### src/include/rss_pkg.sv
package rss_pkg;

  // ************************************************************
  // register map, word index; byte address is four times index
  // ************************************************************
  localparam logic [2:0] ADDR_STATUS = 3'h0;
  localparam logic [2:0] ADDR_POWER_CONTROL_REG = 3'h1;
  localparam logic [2:0] ADDR_CTRL = 3'h2;
  localparam logic [2:0] ADDR_PIN = 3'h3;

  localparam int STAT_TO_BIT = 4;
  localparam int STAT_PD_BIT = 3;
  localparam int CTRL_PULLUP_BIT = 0;
  localparam int PIN_LEVEL_BIT = 0;
  localparam int PIN_FUNC_BIT = 1;
  localparam int PIN_HOLD_BIT = 2;
  localparam int PIN_RUN_BIT = 3;
  localparam logic [31:0] POWER_CONTROL_REG_WR_MASK = 32'h0000_00CF;

  // ************************************************************
  // program counter
  // ************************************************************
  localparam int PC_W = 15;
  localparam logic [PC_W-1:0] PC_RESET = 15'h0000;
  localparam logic [PC_W-1:0] PC_VECTOR = 15'h0004;
  localparam logic [PC_W-1:0] PC_STEP = 15'h0001;

  // ************************************************************
  // timing at 125 MHz
  // ************************************************************
  localparam int CLK_MHZ = 125;
  localparam int POWERUP_TIMER_MS = 64;
  localparam int POWERUP_TIMER_CYCLES_DEF = POWERUP_TIMER_MS * 1000 * CLK_MHZ;
  localparam int POWERUP_TIMER_W = 23;
  localparam int FILT_NS = 200;
  localparam int FILT_CYCLES = (FILT_NS * CLK_MHZ + 999) / 1000;
  localparam logic [4:0] FILT_LAST = 5'(FILT_CYCLES - 1);

  // ************************************************************
  // reset cause flags, power_control_reg bits 7,6,3..0 then status to/pd
  // ************************************************************
  typedef struct packed {
    logic stack_over;
    logic stack_under;
    logic ext_reset;
    logic reset_instr;
    logic power_on;
    logic brown_out;
    logic watchdog_expired;
    logic powerdown;
  } rss_flags_type;

  // brown_out is unknown after power-on; it is chosen as 1
  localparam rss_flags_type FLAGS_POR = rss_flags_type'(8'h37);

  typedef enum logic [1:0] {
    ST_POWER,
    ST_POWERUP_TIMER,
    ST_START,
    ST_RUN
  } rss_state_type;

endpackage

### src/hw/rss_top.sv
`timescale 1ns/10ps
module rss_top #(
  parameter int unsigned POWERUP_TIMER_CYCLES = rss_pkg::POWERUP_TIMER_CYCLES_DEF
) (
  input wire logic clock_i,
  input wire logic rst_b_i,
  input wire logic ext_reset_pin_i,
  output logic ext_reset_pin_o,
  output logic ext_reset_pin_oe_o,
  output logic pullup_en_o,
  input wire logic ext_reset_pin_enable_i,
  input wire logic low_voltage_program_enable_i,
  input wire logic stack_fault_reset_enable_i,
  input wire logic powerup_timer_enable_n_i,
  input wire logic power_on_active_i,
  input wire logic brown_out_active_i,
  input wire logic prog_mode_exit_i,
  input wire logic osc_start_required_i,
  input wire logic osc_start_done_i,
  input wire logic watchdog_expire_i,
  input wire logic watchdog_clear_op_i,
  input wire logic sleep_enter_i,
  input wire logic interrupt_wake_i,
  input wire logic global_interrupt_enable_i,
  input wire logic reset_instr_i,
  input wire logic stack_overflow_i,
  input wire logic stack_underflow_i,
  input wire logic [rss_pkg::PC_W-1:0] pc_i,
  output logic core_reset_o,
  output logic sleeping_o,
  output logic pc_load_o,
  output logic [rss_pkg::PC_W-1:0] pc_value_o,
  output logic push_return_o,
  output rss_pkg::rss_flags_type flags_o,
  input wire logic [2:0] avs_address,
  input wire logic avs_read,
  input wire logic avs_write,
  input wire logic [31:0] avs_writedata,
  output logic [31:0] avs_readdata,
  output logic avs_waitrequest
);

  // ************************************************************
  // synchronisers for pin and analog detector levels
  // ************************************************************
  logic [2:0] async_m_q;
  logic [2:0] async_s_q;
  logic pin_s;
  logic por_s;
  logic bor_s;

  always_ff @(posedge clock_i or negedge rst_b_i) begin
    if (!rst_b_i) begin
      // detectors start active so no timer runs before their levels arrive
      async_m_q <= 3'h7;
      async_s_q <= 3'h7;
    end else begin
      async_m_q <= {brown_out_active_i, power_on_active_i, ext_reset_pin_i};
      async_s_q <= async_m_q;
    end
  end

  assign pin_s = async_s_q[0];
  assign por_s = async_s_q[1];
  assign bor_s = async_s_q[2];

  // ************************************************************
  // pin glitch filter
  // ************************************************************
  // the filter adds FILT_CYCLES of latency to every real edge too
  logic [4:0] filt_cnt_q;
  logic pin_filt_q;

  always_ff @(posedge clock_i or negedge rst_b_i) begin
    if (!rst_b_i) begin
      filt_cnt_q <= 5'h00;
      pin_filt_q <= 1'b1;
    end else if (pin_s == pin_filt_q) begin
      filt_cnt_q <= 5'h00;
    end else if (filt_cnt_q == rss_pkg::FILT_LAST) begin
      filt_cnt_q <= 5'h00;
      pin_filt_q <= pin_s;
    end else begin
      filt_cnt_q <= filt_cnt_q + 5'h01;
    end
  end

  logic pin_fn_en;
  logic pin_hold;
  logic osc_ok;

  assign pin_fn_en = ext_reset_pin_enable_i | low_voltage_program_enable_i;
  assign pin_hold = pin_fn_en & ~pin_filt_q;
  assign osc_ok = ~osc_start_required_i | osc_start_done_i;
  assign ext_reset_pin_o = 1'b0;
  assign ext_reset_pin_oe_o = 1'b0;

  // ************************************************************
  // reset causes in priority order
  // ************************************************************
  rss_pkg::rss_state_type state_q;
  logic sleep_q;
  logic running;
  logic evt_pwr;
  logic evt_pin;
  logic evt_wdt;
  logic evt_wwake;
  logic evt_ovf;
  logic evt_unf;
  logic evt_ri;
  logic evt_iwake;
  logic evt_rst;

  assign running = state_q == rss_pkg::ST_RUN;
  assign evt_pwr = por_s | bor_s | prog_mode_exit_i;
  assign evt_pin = ~evt_pwr & running & pin_hold;
  assign evt_wdt = ~evt_pwr & ~evt_pin & running & ~sleep_q
                   & watchdog_expire_i;
  assign evt_wwake = ~evt_pwr & ~evt_pin & running & sleep_q
                     & watchdog_expire_i;
  assign evt_ovf = ~evt_pwr & ~evt_pin & ~evt_wdt & ~evt_wwake & running
                   & stack_fault_reset_enable_i & stack_overflow_i;
  assign evt_unf = ~evt_pwr & ~evt_pin & ~evt_wdt & ~evt_wwake & running
                   & stack_fault_reset_enable_i & stack_underflow_i;
  assign evt_ri = ~evt_pwr & ~evt_pin & ~evt_wdt & ~evt_wwake & running
                  & ~evt_ovf & ~evt_unf & reset_instr_i;
  assign evt_iwake = ~evt_pwr & ~evt_pin & ~evt_wdt & ~evt_wwake & running
                     & sleep_q & interrupt_wake_i;
  assign evt_rst = evt_pin | evt_wdt | evt_ovf | evt_unf | evt_ri;

  // ************************************************************
  // start-up sequencer
  // ************************************************************
  logic [rss_pkg::POWERUP_TIMER_W-1:0] powerup_timer_cnt_q;

  always_ff @(posedge clock_i or negedge rst_b_i) begin
    if (!rst_b_i) begin
      state_q <= rss_pkg::ST_POWER;
      powerup_timer_cnt_q <= '0;
    end else if (evt_pwr) begin
      state_q <= rss_pkg::ST_POWER;
    end else if (evt_rst) begin
      state_q <= rss_pkg::ST_START;
    end else begin
      case (state_q)
        rss_pkg::ST_POWER: begin
          // timer only starts once both detectors have let go
          if (!powerup_timer_enable_n_i) begin
            state_q <= rss_pkg::ST_POWERUP_TIMER;
            powerup_timer_cnt_q <= rss_pkg::POWERUP_TIMER_W'(POWERUP_TIMER_CYCLES - 1);
          end else begin
            state_q <= rss_pkg::ST_START;
          end
        end
        rss_pkg::ST_POWERUP_TIMER: begin
          // pin level is not looked at, so the timer runs under it
          if (powerup_timer_cnt_q == '0) begin
            state_q <= rss_pkg::ST_START;
          end else begin
            powerup_timer_cnt_q <= powerup_timer_cnt_q - 1'b1;
          end
        end
        rss_pkg::ST_START: begin
          if (osc_ok && !pin_hold) begin
            state_q <= rss_pkg::ST_RUN;
          end
        end
        rss_pkg::ST_RUN: begin
          state_q <= rss_pkg::ST_RUN;
        end
        default: begin
          state_q <= rss_pkg::ST_POWER;
        end
      endcase
    end
  end

  assign core_reset_o = ~running;

  always_ff @(posedge clock_i or negedge rst_b_i) begin
    if (!rst_b_i) begin
      sleep_q <= 1'b0;
    end else if (evt_pwr || evt_rst || evt_wwake || evt_iwake) begin
      sleep_q <= 1'b0;
    end else if (running && sleep_enter_i) begin
      sleep_q <= 1'b1;
    end
  end

  assign sleeping_o = sleep_q;

  // ************************************************************
  // program counter loads
  // ************************************************************
  logic vec_pend_q;
  logic pc_load_q;
  logic push_q;
  logic [rss_pkg::PC_W-1:0] pc_value_q;

  always_ff @(posedge clock_i or negedge rst_b_i) begin
    if (!rst_b_i) begin
      vec_pend_q <= 1'b0;
      pc_load_q <= 1'b0;
      push_q <= 1'b0;
      pc_value_q <= rss_pkg::PC_RESET;
    end else begin
      vec_pend_q <= evt_iwake & global_interrupt_enable_i;
      push_q <= vec_pend_q & ~evt_pwr & ~evt_rst;
      pc_load_q <= evt_pwr | evt_rst | evt_wwake | evt_iwake | vec_pend_q;
      if (evt_pwr || evt_rst) begin
        pc_value_q <= rss_pkg::PC_RESET;
      end else if (evt_wwake || evt_iwake) begin
        pc_value_q <= pc_i + rss_pkg::PC_STEP;
      end else if (vec_pend_q) begin
        pc_value_q <= rss_pkg::PC_VECTOR;
      end
    end
  end

  assign pc_load_o = pc_load_q;
  assign pc_value_o = pc_value_q;
  assign push_return_o = push_q;

  // ************************************************************
  // avalon slave, one wait cycle on every access
  // ************************************************************
  logic ack_q;
  logic req;
  logic acc_wr;
  logic [31:0] rdata_q;
  logic pullup_sw_q;
  logic pullup_q;
  rss_pkg::rss_flags_type flags_q;

  assign req = avs_read | avs_write;
  assign acc_wr = avs_write & ack_q;
  assign avs_waitrequest = req & ~ack_q;
  assign avs_readdata = rdata_q;

  always_ff @(posedge clock_i or negedge rst_b_i) begin
    if (!rst_b_i) begin
      ack_q <= 1'b0;
      rdata_q <= 32'h0000_0000;
    end else begin
      ack_q <= req & ~ack_q;
      if (avs_read && !ack_q) begin
        rdata_q <= 32'h0000_0000;
        case (avs_address)
          rss_pkg::ADDR_STATUS: begin
            rdata_q[rss_pkg::STAT_TO_BIT] <= flags_q.watchdog_expired;
            rdata_q[rss_pkg::STAT_PD_BIT] <= flags_q.powerdown;
          end
          rss_pkg::ADDR_POWER_CONTROL_REG: begin
            rdata_q <= {24'h00_0000, flags_q[7:6], 2'h0, flags_q[5:2]};
          end
          rss_pkg::ADDR_CTRL: begin
            rdata_q[rss_pkg::CTRL_PULLUP_BIT] <= pullup_sw_q;
          end
          rss_pkg::ADDR_PIN: begin
            rdata_q[rss_pkg::PIN_LEVEL_BIT] <= pin_s;
            rdata_q[rss_pkg::PIN_FUNC_BIT] <= pin_fn_en;
            rdata_q[rss_pkg::PIN_HOLD_BIT] <= pin_hold;
            rdata_q[rss_pkg::PIN_RUN_BIT] <= running;
          end
          default: begin
            rdata_q <= 32'h0000_0000;
          end
        endcase
      end
    end
  end

  always_ff @(posedge clock_i or negedge rst_b_i) begin
    if (!rst_b_i) begin
      pullup_sw_q <= 1'b0;
      pullup_q <= 1'b1;
    end else begin
      if (acc_wr && avs_address == rss_pkg::ADDR_CTRL) begin
        pullup_sw_q <= avs_writedata[rss_pkg::CTRL_PULLUP_BIT];
      end
      pullup_q <= pin_fn_en | pullup_sw_q;
    end
  end

  assign pullup_en_o = pullup_q;

  // ************************************************************
  // reset cause flags
  // ************************************************************
  // later assignments win, so a hardware event beats a software write
  always_ff @(posedge clock_i or negedge rst_b_i) begin
    if (!rst_b_i) begin
      flags_q <= rss_pkg::FLAGS_POR;
    end else begin
      if (acc_wr && avs_address == rss_pkg::ADDR_POWER_CONTROL_REG) begin
        flags_q.stack_over <= avs_writedata[7];
        flags_q.stack_under <= avs_writedata[6];
        flags_q.ext_reset <= avs_writedata[3];
        flags_q.reset_instr <= avs_writedata[2];
        flags_q.power_on <= avs_writedata[1];
        flags_q.brown_out <= avs_writedata[0];
      end
      if (watchdog_clear_op_i && running) begin
        flags_q.watchdog_expired <= 1'b1;
        flags_q.powerdown <= 1'b1;
      end
      if (sleep_enter_i && running) begin
        flags_q.watchdog_expired <= 1'b1;
        flags_q.powerdown <= 1'b0;
      end
      if (por_s || prog_mode_exit_i) begin
        flags_q <= rss_pkg::FLAGS_POR;
      end else if (bor_s) begin
        flags_q.stack_over <= 1'b0;
        flags_q.stack_under <= 1'b0;
        flags_q.ext_reset <= 1'b1;
        flags_q.reset_instr <= 1'b1;
        flags_q.brown_out <= 1'b0;
        flags_q.watchdog_expired <= 1'b1;
        flags_q.powerdown <= 1'b1;
      end else if (evt_pin) begin
        flags_q.ext_reset <= 1'b0;
        if (sleep_q) begin
          flags_q.watchdog_expired <= 1'b1;
          flags_q.powerdown <= 1'b0;
        end
      end else if (evt_wdt) begin
        flags_q.watchdog_expired <= 1'b0;
      end else if (evt_wwake) begin
        flags_q.watchdog_expired <= 1'b0;
        flags_q.powerdown <= 1'b0;
      end else if (evt_ovf) begin
        flags_q.stack_over <= 1'b1;
      end else if (evt_unf) begin
        flags_q.stack_under <= 1'b1;
      end else if (evt_ri) begin
        flags_q.reset_instr <= 1'b0;
      end else if (evt_iwake) begin
        flags_q.watchdog_expired <= 1'b1;
        flags_q.powerdown <= 1'b0;
      end
    end
  end

  assign flags_o = flags_q;

  logic [rss_pkg::POWERUP_TIMER_W:0] powerup_timer_len_q;

  always_ff @(posedge clock_i or negedge rst_b_i) begin
    if (!rst_b_i) begin
      powerup_timer_len_q <= '0;
    end else if (state_q == rss_pkg::ST_POWERUP_TIMER) begin
      powerup_timer_len_q <= powerup_timer_len_q + 1'b1;
    end else begin
      powerup_timer_len_q <= '0;
    end
  end
endmodule

### config.mk
export PLATFORM = sky130hd
export DESIGN_NAME = rss_top
export DESIGN_NICKNAME = d
export VERILOG_FILES = /design/src/include/rss_pkg.sv /design/src/hw/rss_top.sv
export SDC_FILE = /design/constraint.sdc
export NUM_CORES = 1
export LEC_CHECK = 0
export BUFFER_PORTS_ARGS = -buffer_cell sky130_fd_sc_hd__buf_2
export CORE_ASPECT_RATIO = 1.2
export CORE_MARGIN = 2
export CORE_UTILIZATION = 40
export CTS_CLUSTER_SIZE = 16
export DETAILED_ROUTE_END_ITERATION = 10
export GPL_ROUTABILITY_DRIVEN = 1
export GPL_TIMING_DRIVEN = 1
export PLACE_DENSITY = 0.73
export SYNTH_ARGS = -nofsm -noshare
export SYNTH_HDL_FRONTEND = slang
export SYNTH_SLANG_ARGS = --single-unit
### constraint.sdc
create_clock -name clock_i -period 2.1 [get_ports clock_i]
set_input_delay 0.42 -clock clock_i [delete_from_list [all_inputs] [get_ports clock_i]]
set_output_delay 0.42 -clock clock_i [all_outputs]
set_load 0.01 [all_outputs]
Word-level counts from Yosys, hierarchy flattened
Index checks and enable logic that the tools add are counted.
{"block": "totals", "word_cells": 167, "reg_bits": 99, "output_inout_bits": 63, "inputBits": 72}
{"block": "op_classes", "addsub": 3, "bitwise": 52, "n_mux": 52, "eq_ne": 12, "n_reduce_logical": 25}
{"op": "23-bit 2-to-1 mux", "n": 2}
{"op": "23-bit case mux with 2 select lines", "n": 1}
{"op": "15-bit 2-to-1 mux", "n": 3}
{"op": "2-bit 2-to-1 mux", "n": 18}
{"op": "1-bit bitwise AND", "n": 25}
{"op": "23-bit logical NOT", "n": 1}
{"op": "23-bit by 1-bit subtractor with 23-bit output (second input constant)", "n": 1}
{"op": "1-bit 2-to-1 mux", "n": 17}
{"op": "15-bit by 1-bit adder with 15-bit output (second input constant)", "n": 1}
{"op": "1-bit OR", "n": 14}
{"op": "1-bit NOT", "n": 13}
{"op": "5-bit 2-to-1 mux", "n": 2}
{"op": "4-bit 2-to-1 mux", "n": 2}
{"op": "4-bit inequality test (second input constant)", "n": 2}
{"op": "2-bit case mux with 4 select lines", "n": 1}
{"op": "3-bit by 2-bit == test with 1-bit output (second input constant)", "n": 2}
{"op": "1-bit logical AND", "n": 6}
{"op": "3-bit 2-to-1 mux", "n": 2}
{"op": "6-bit 2-to-1 mux", "n": 1}
{"op": "1-bit case mux with 3 select lines", "n": 2}
{"op": "2-bit nonzero test", "n": 3}
{"op": "3-bit nonzero test", "n": 2}
{"op": "5-bit by 1-bit adder with 5-bit output (second input constant)", "n": 1}
{"op": "5-bit == test (second input constant)", "n": 1}
{"op": "other kinds (13)", "n": 21}

Longest topological paths before layout
Gate-level depths: netlist of the first run.
{"block": "logic_depth", "depth_word": 28, "mapped_depth": 9, "ltp_nobuf": 7}

Worst setup path after synthesis of the first run
OpenSTA, ideal clock, no wires.
{"block": "synth_timing", "path_type": "register to register", "from": "register powerup_timer_cnt_q[7] (netlist bit)", "to": "register powerup_timer_cnt_q[13] (netlist bit)", "path_buffers": 1, "t_arrival_ps": 2173, "setup_slack_ps": -194, "path_stages_with_launch": 7, "path_cell_list": "dfrtp_1 > or4_4 > or4_1 > buf_2 > or2_4 > a21o_1 > a22o_1"}
{"block": "synth_via", "elab_chain_len": 3, "elab_cells_between_ends": 6}
{"item": "start, declared", "line_no": "rss_top.sv:134", "text": "logic [rss_pkg::POWERUP_TIMER_W-1:0] powerup_timer_cnt_q;"}
{"item": "start signal, assigned", "line_no": "rss_top.sv:150", "text": "powerup_timer_cnt_q <= rss_pkg::POWERUP_TIMER_W'(POWERUP_TIMER_CYCLES - 1);"}
{"item": "start signal, assigned", "line_no": "rss_top.sv:160", "text": "powerup_timer_cnt_q <= powerup_timer_cnt_q - 1'b1;"}
{"item": "23-bit by 1-bit subtractor with 23-bit output / 23-bit logical NOT (equally long branches)", "line_no": "rss_top.sv:160, rss_top.sv:157"}
{"item": "23-bit 2-to-1 mux / 2-bit inequality test (equally long branches)"}
{"item": "23-bit case mux with 2 select lines / 5-bit AND reduction (equally long branches)"}
Several ways; a longest one is shown, not always the timed one. The select of a mux whose other input is x is not followed.
A chain may end at the register's enable or synchronous reset.

Worst setup path in the final report of the first run
{"block": "layout_timing", "from": "register powerup_timer_cnt_q[6] (netlist bit)", "to": "register powerup_timer_cnt_q[22] (netlist bit)"}
The elaborated chain is that of the path after synthesis.

==> results of run 1 <==
[cell usage after synthesis (6+ instances only)]
master	instances	area share, %
mux2i_1	8	2.0
nand3_1	14	1.8
o21ai_0	38	4.9
xor2_1	8	1.8
clkbuf_1	11	1.1
o31ai_1	7	1.3
a22o_1	13	2.9
nand2b_1	6	0.96
nor3_1	20	2.6
dfrtp_1	61	39
a21oi_1	18	2.3
nor2_1	32	3.1
buf_4	27	5.2
nand2_1	22	2.1
dfstp_2	13	8.7
or3_1	7	1.1
inv_1	12	1.2
xnor2_1	9	2.0
[worst paths after layout]
check / slack [ns] / depth (start not counted) / from / endpoint
max in group asynchronous: 1.65 / 2 / rst_b_i / flags_o[4]$_DFF_PN1_
min: 0.11 / 2 / rst_b_i / flags_o[3]$_DFFE_PN0P_
max: -0.05 / 6 / powerup_timer_cnt_q[6]$_DFFE_PN0P_ / powerup_timer_cnt_q[22]$_DFFE_PN0P_
max reg2reg: -0.05 / 6 / powerup_timer_cnt_q[6]$_DFFE_PN0P_ / powerup_timer_cnt_q[22]$_DFFE_PN0P_
min in group clock_i: 0.19 / 1 / brown_out_active_i / async_m_q[2]$_DFF_PN1_
min reg2reg: 0.36 / 0 / async_m_q[1]$_DFF_PN1_ / async_s_q[1]$_DFF_PN1_
[per-layer routing]
metal	global-route usage [%]	wire length [µm]	share of wire, %	vias up
met1	23.17	4137	42	1732
met2	30.95	5060	51	116
met3	5.101	589	5.9	13
li1	-	-	-	1657
met5	0	0	0	-
met4	7.053	144	1.4	0
[metrics by stage]
stage	setup WS, ns	total power [mW]
3_3_place_gp	-0.1254	2.038
2_1_floorplan	-0.1942	1.875
5_1_grt	-0.1513	3.873
6_report	-0.05278	3.708
4_1_cts	-0.05532	3.711
3_5_place_dp	-0.1477	2.060
[sequential cells by signal (all words and copies together), names as in the netlist]
signal               count
pc_value_o              15
sleeping_o               1
state_q                  2
ack_q                    1
filt_cnt_q               5
flags_o                  8
vec_pend_q               1
pc_load_o                1
avs_readdata             7
powerup_timer_cnt_q     23
pullup_en_o              1
push_return_o            1
pin_filt_q               1
pullup_sw_q              1
async_m_q                3
async_s_q                3
[layout make-up]
cell class              count  share of cell area, %
multi-input cells         302                  37.97
clock inverters             5                  1.566
inverters                  13                 0.9692
flip-flops and latches     74                  37.10
clock buffers              11                  4.821
well taps                 123                  3.057
repair buffers            122                  14.51
[kinds of logic (layout without fill, tap and decap cells)]
group / Yosys count / in the layout / share of synthesized area (%)
AOI/OAI and AO/OA: 107 / 107 / 17.78
and+or+nand+nor: 135 / 135 / 18.13
muxes: 12 / 12 / 3.197
buffers and inverters: 55 / 151 / 7.992
xor gates and xnor gates: 17 / 17 / 3.805
adders and majority gates: 4 / 4 / 1.279
DFF: 74 / 74 / 47.73
other: 1 / 27 / 0.09582
[timing repair]
item	in CTS	in global routing
setup endpoints to repair	17	22
pin swaps	5	5
gates cloned	0	2
gates resized for setup	9	19
hold buffers	0	0
setup buffers	1	5
[power by group]
group          total, mW  switching, mW  leakage [nW]  internal, mW
Sequential          1.61         0.0798         0.915          1.53
Combinational      0.458          0.259          1.20         0.199
Clock               1.64          0.570         0.159          1.07
Total               3.71          0.909          2.27          2.80
==> run summary, run 1 <==
yosys warns -> 0
Seq/Total Area, Yosys -> 47.73%
total global-route track usage -> 18.68%
number of synthesized register bits -> 74
Worst Max-Slew Pin Slew -> 0.5378 ns
Final period util -> 102.5%
arrival time worst endpoint -> 2.37 ns
area delta synth->final -> 28.64%
number of global-route vias before repair -> 3394
Port-buffer cells -> 81
core area -> 9515 µm²
setup TNS -> -0.2705 ns
crit-path cells -> or4_4, buf_4, nor4_4, nand3_1, or4_1, a22o_1
Core Util, Final -> 52.91%
CTS buffer count -> 9
Avg Inst Size Synth -> 9.664 µm²
Final Wtd Congestion -> 0.8663
CP max-delay cell -> or4_4
area of placed instances -> 4567 µm²
synthesized cell area -> 3914 µm²
die height -> 112.4 µm
largest net degree at the start of global routing -> 75
starting density of the core -> 41.13%
Slowest Stage Delay on Critical Path -> 0.58 ns
vias per cell -> 5.412
Fin Clk Skew -> 0.008895 ns
Slew HR -> 63.87%
first-pass GRT wire length -> 15.77 mm
H-tree depth -> 3
initial drt markers -> 191
Die X-Extent -> 94.30 µm
area occupied by multi-input gates -> 1912 µm²
Final Hold Vio Count -> 0
GRT overflow -> 0
Post-synth ARST share -> 100.0%
Setup Crit Path Kind -> reg2reg
clk buf depth -> 2
worst hold path type -> in2async
commonest non-fill, non-tap cell in the layout -> buf_2
num rows -> 39
crit end category -> flip-flop
EDFF count, synth -> 0
worst hold margin -> 0.1096 ns
Die ar. -> 10590 µm²
root cell of the clock tree -> clkbuf_16
via count -> 3518
initial antenna violation count -> 0
Fmax -> 0.4645 GHz
failing checks -> setup timing
CP top delay family -> simple AND/OR/NAND/NOR gates
Buf+Inv Stages, Crit Path -> 1
Critical Path RT -> 2.32 ns
most frequent cells in the layout -> buf_2 (82), dfrtp_1 (61), buf_4 (37)
register area -> 1868 µm²
# setup viols final -> 12
fillcell total -> 860
I/O pin total -> 135
hpwl dp -> 6.972 mm
Pins Over Slew Limit -> 0
CTS clk-pin slew, worst paths -> 0.05 ns
top_reg_cell synth -> dfrtp_1
detailed-route DRC error count -> 0
clock sinks -> 74
static leakage -> 2.271 nW
drt pass-1 iters -> 4
Placed Instances -> 626
RSZ-0062 raised after global routing -> yes
Nets -> 598
layout cell share with drive strength beyond 1 -> 33.40%
PnR worst setup slack -> -0.05278 ns
Post-Syn Instances -> 405
Cell variety after synth -> 56
Routed WL per cell -> 15.28 µm
Power Density -> 736.5 nW/µm²
critical path fanouts, max -> 5
Worst setup SP type -> flip-flop
Antenna Nets Post-Route -> 0
Clk Latency, worst-skew pair -> 0.33 ns
VDD IR max -> 0.4056 mV
CTS tree -> built
status -> finished with violations
fin cells -> 650
Diodes inserted -> 0
Final Cell Area -> 5035 µm²
min Tclk post-route -> 2.153 ns
DRT Wirelength -> 9.932 mm
max-cap violation count -> 0
Note: power is estimated with default switching activity, not from simulation.
==> run 2, diff against run 1 <==
ABC_AREA = 1   (was default)
PLACE_DENSITY = 0.69   (was 0.73)
clock period = 2.6 ns   (was 2.1 ns; I/O delays follow)
==> run summary, run 2 <==
RSZ-0062 raised after global routing -> no
clock sinks -> 74
Combinational Power Share -> 14.5%
PnR worst setup slack -> 0.2317 ns
EDFF count, synth -> 0
core area -> 10470 µm²
Post-Syn Instances -> 552
largest net degree at the start of global routing -> 75
Worst Max-Slew Pin Slew -> 0.9409 ns
status -> complete, no violations
num rows -> 41
Sw Ratio -> 26.66%
Reg2Reg Setup Slack -> 0.23 ns
Fmax -> 0.4222 GHz
vias per cell -> 4.808
Die X-Extent -> 98.60 µm
Reg2Reg Depth -> 10
Fin Clk Skew -> 0.006935 ns
Core Util, Final -> 48.85%
Cell variety after synth -> 45
synthesized cell area -> 4295 µm²
Power Density -> 621.1 nW/µm²
clock network fraction of total power -> 43.9%
Final period util -> 91.09%
clk buf depth -> 2
CTS resizes -> 0
commonest non-fill, non-tap cell in the layout -> nand2_1
starting density of the core -> 41.04%
max-cap violation count -> 0
min Tclk post-route -> 2.368 ns
VDD IR max -> 0.2530 mV
hold buffer count at CTS -> 0
most frequent cell after synthesis -> nand2_1
most frequent cells in the layout -> nand2_1 (145), buf_2 (81), nor2_1 (68)
Synth area leader -> dfrtp_1
Reg power frac -> 41.6%
Clk Latency, worst-skew pair -> 0.34 ns
via count -> 3736
die height -> 117.5 µm
CTS tree -> built
worst hold path type -> in2async
share of Yosys cell area claimed by the top area cell type -> 35.54%
Setup WS pre-CTS -> 0.06680 ns
Setup Buffers After CTS -> 0
max reg flops -> 23
commonest cells in the synthesized netlist -> nand2_1 (145), nor2_1 (68), dfrtp_1 (61), inv_1 (55), nand3_1 (46)
root cell of the clock tree -> clkbuf_16
met3 Use GR -> 4.038%
Die ar. -> 11590 µm²
Critical Path RT -> 2.87 ns
top_reg_cell synth -> dfrtp_1
I/O pin total -> 135
Nets -> 719
Routed WL per cell -> 12.41 µm
initial antenna violation count -> 0
H-tree depth -> 3
Final Hold Vio Count -> 0
Avg Inst Size Synth -> 7.781 µm²
crit end category -> flip-flop
Port-buffer cells -> 81
hpwl dp -> 7.310 mm
synth top area cells -> dfrtp_1 (36%), nand2_1 (13%), dfstp_2 (8.0%)
Post-synth ARST share -> 100.0%
Global Route met1 Usage -> 20.80%
# setup viols final -> 0
DRT Wirelength -> 9.644 mm
area delta synth->final -> 19.02%
CTS clk-pin slew, worst paths -> 0.06 ns
Diodes inserted -> 0
number of global-route vias before repair -> 3711
Net Sw Power -> 0.8464 mW
Pins Over Slew Limit -> 0
Seq/Total Area, Yosys -> 43.49%
Top reg by flops -> powerup_timer_cnt_q
CTS buffer count -> 9
setup TNS -> 0 ns
GRT overflow -> 0
static leakage -> 2.680 nW
critical path fanouts, max -> 13
P_int -> 2.329 mW
Final Wtd Congestion -> 0.9496
arrival time worst endpoint -> 2.64 ns
layout cell share with drive strength beyond 1 -> 21.91%
first-pass GRT wire length -> 16.53 mm
drt pass-1 iters -> 5
initial drt markers -> 283
number of synthesized register bits -> 74
met2 Use GR -> 29.08%
Top Usage Layer GRT -> met2
Slew HR -> 37.04%
yosys warns -> 0
Worst setup SP type -> flip-flop
Setup Crit Path Kind -> reg2reg
Pwr Total -> 3.175 mW
detailed-route DRC error count -> 0
Antenna Nets Post-Route -> 0
total global-route track usage -> 17.28%
-- run 2: changes by cell type after synthesis, sizes merged, moves of 9 or more --
cell	delta
a21oi	-12
a22o	-13
clkbuf	-9
inv	+48
nand2	+125
nand3	+33
nor2	+42
nor3	-11
o21ai	-14
xor2	+11
-- run 2: stage by stage --
stage | hold slack (ns) | std cells | cell area (µm²)
6_report | 0.1887 | 777 | 5112
5_1_grt | 0.2374 | 777 | 5112
4_1_cts | 0.2201 | 777 | 5112
3_5_place_dp | 0.3545 | 761 | 4773
3_3_place_gp | 0.3494 | 761 | 4773
2_1_floorplan | 0.2244 | 578 | 4393
-- run 2: final cells by class --
type	count	area, µm²
clock buffers	12	266.5
clock inverters	4	72.57
fillers	1032	5353
inverters	62	235.2
multi-input cells	407	2031
flip-flops and latches	74	1868
well taps	129	161.4
repair buffers	89	478.0
-- run 2: layer usage --
| metal | up-vias | share of wire (%) |
|---|---|---|
| met2 | 98 | 49 |
| li1 | 1895 | - |
| met1 | 1721 | 43 |
| met3 | 22 | 5.3 |
| met5 | - | 0 |
| met4 | 0 | 2.8 |
-- run 2: worst max-delay path, cell delays in order (launching register included) --
cell and delay [ns]:
dfstp_2 0.51, inv_1 0.04, nand2_2 0.09, nor2_4 0.07, inv_2 0.13, nor2_2 0.09, a21oi_4 0.17, nand4_4 0.19
nor2_1 0.76, nand2_1 0.12, nand2_1 0.12
-- run 2: power groups by stage --
stage | sequential (mW) | clock (mW) | combinational, mW
after floorplan | 1.33 | 0 | 0.330
after global placement | 1.33 | 0 | 0.446
after detailed placement | 1.34 | 0 | 0.461
after CTS | 1.32 | 1.42 | 0.462
after global routing | 1.34 | 1.47 | 0.532
final | 1.32 | 1.40 | 0.459
-- run 2: kinds of logic after synthesis --
group,synth area share (%)
buffers and inverters,11.51
xor gates and xnor gates,5.505
DFF,43.49
adders and majority gates,1.165
AOI/OAI and AO/OA,7.661
other,0.08730
and+or+nand+nor,30.32
muxes,0.2621
-- run 2: path summary, 6_finish.rpt --
check / end / start
worst max-delay path: pc_value_o[3]$_DFFE_PN0P_ / async_s_q[1]$_DFF_PN1_
worst min-delay path: pc_value_o[4]$_DFFE_PN0P_ / rst_b_i
worst max register to register: pc_value_o[3]$_DFFE_PN0P_ / async_s_q[1]$_DFF_PN1_
worst min register to register: async_s_q[0]$_DFF_PN1_ / async_m_q[0]$_DFF_PN1_
max in group asynchronous: async_m_q[1]$_DFF_PN1_ / rst_b_i
min in group clock_i: async_m_q[2]$_DFF_PN1_ / brown_out_active_i
==> run 3, diff against run 2 <==
CORE_ASPECT_RATIO = default   (was 1.2)
CTS_CLUSTER_DIAMETER = 100   (was default)
RECOVER_POWER = 50   (was default)
==> run summary, run 3 (synthesized netlist as in run 2, its figures left out) <==
detailed-route DRC error count -> 0
PnR worst setup slack -> 0.2594 ns
Pins Over Slew Limit -> 0
Clk Latency, worst-skew pair -> 0.35 ns
Critical Path RT -> 2.84 ns
Core Util, Final -> 48.53%
Die X-Extent -> 107.6 µm
vias per cell -> 4.798
VDD IR max -> 0.2469 mV
max-cap violation count -> 0
static leakage -> 2.620 nW
die height -> 107.6 µm
GRT overflow -> 0
I/O pin total -> 135
Setup Buffers After CTS -> 0
CTS clk-pin slew, worst paths -> 0.08 ns
register area -> 1868 µm²
Final period util -> 90.02%
drt pass-1 iters -> 7
Worst setup SP type -> flip-flop
most frequent cells in the layout -> nand2_1 (145), buf_2 (77), nor2_1 (68)
root cell of the clock tree -> clkbuf_8
worst hold path type -> in2reg
area delta synth->final -> 17.16%
DRT Wirelength -> 9.757 mm
min Tclk post-route -> 2.341 ns
crit end category -> flip-flop
num rows -> 37
Setup Crit Path Kind -> reg2reg
# setup viols final -> 0
RSZ-0062 raised after global routing -> no
core area -> 10370 µm²
Diodes inserted -> 0
crit-path cells -> inv_1, nand2_2, nor2_4, inv_2, nor2_2, a21oi_4, nand4_4, nor2_1, o21ai_0
max reg flops -> 23
layout cell share with drive strength beyond 1 -> 20.93%
starting density of the core -> 41.42%
fillcell total -> 1025
total global-route track usage -> 16.99%
Nets -> 716
CTS buffer count -> 9
status -> complete, no violations
Fin Clk Skew -> 0.007335 ns
Slowest Stage Delay on Critical Path -> 0.72 ns
Worst Max-Slew Pin Slew -> 1.318 ns
setup TNS -> 0 ns
Final Cell Area -> 5032 µm²
via count -> 3747
initial antenna violation count -> 0
clk buf depth -> 2
commonest non-fill, non-tap cell in the layout -> nand2_1
first-pass GRT wire length -> 15.76 mm
Final Hold Vio Count -> 0
Top reg by flops -> powerup_timer_cnt_q
initial drt markers -> 207
Buf+Inv Stages, Crit Path -> 2
Port-buffer cells -> 81
area of placed instances -> 4772 µm²
Final Wtd Congestion -> 0.9240
critical path fanouts, max -> 13
CTS tree -> built
H-tree depth -> 3
Fmax -> 0.4272 GHz
Antenna Nets Post-Route -> 0
CP top delay family -> simple AND/OR/NAND/NOR gates
Slew HR -> 12.14%
Setup WS pre-CTS -> 0.1005 ns
area occupied by multi-input gates -> 2031 µm²
CTS resizes -> 0
arrival time worst endpoint -> 2.58 ns
hold buffer count at CTS -> 0
CP max-delay cell -> nor2_1
Die ar. -> 11580 µm²
Routed WL per cell -> 12.49 µm
clock sinks -> 74
hpwl dp -> 7.261 mm
Power Density -> 587.2 nW/µm²
number of global-route vias before repair -> 3493
Placed Instances -> 765
largest net degree at the start of global routing -> 52
fin cells -> 781
[run 3: power breakdown]
group | internal [mW] | switching, mW | total [mW]
sequential | 1.24 | 0.0730 | 1.32
clock | 0.734 | 0.449 | 1.18
combinational | 0.165 | 0.292 | 0.456
total | 2.14 | 0.814 | 2.96
[run 3: path summary, 6_finish.rpt]
| check | depth (start not counted) | from | slack [ns] | endpoint |
|---|---|---|---|---|
| setup / recovery | 9 | async_s_q[1]$_DFF_PN1_ | 0.26 | flags_o[0]$_DFF_PN1_ |
| max in group asynchronous | 2 | rst_b_i | 1.22 | flags_o[5]$_DFFE_PN1P_ |
| hold / removal | 1 | power_on_active_i | 0.25 | async_m_q[1]$_DFF_PN1_ |
| min in group asynchronous | 1 | rst_b_i | 0.44 | avs_readdata[0]$_DFFE_PN0P_ |
| hold reg to reg | 0 | async_m_q[1]$_DFF_PN1_ | 0.36 | async_s_q[1]$_DFF_PN1_ |
| setup reg to reg | 9 | async_s_q[1]$_DFF_PN1_ | 0.26 | flags_o[0]$_DFF_PN1_ |
[run 3: layout make-up]
cell class                 count  share of cell area, %
timing repair buffer          86                  9.199
multi-input combinational    407                  40.35
sequential                    74                  37.12
inverter                      62                  4.674
clock buffer                   9                  2.461
clock inverter                 7                  2.810
tap                          136                  3.381
[run 3: layer usage]
layer  part of all wire (%)  up-vias  GRT usage [%]
met5                      0        -              0
met4                    1.9        0          6.868
met3                    5.4       17          2.421
met2                     47      107          27.85
met1                     46     1742          22.62
li1                       -     1881              -
[run 3: metrics by stage]
stage                     total power [mW]  hold slack, ns
after floorplan                      1.658          0.2244
after global placement               1.777          0.3479
after detailed placement             1.793          0.3472
after global routing                 3.098          0.2503
final                                2.955          0.2507
after CTS                            2.977          0.1603
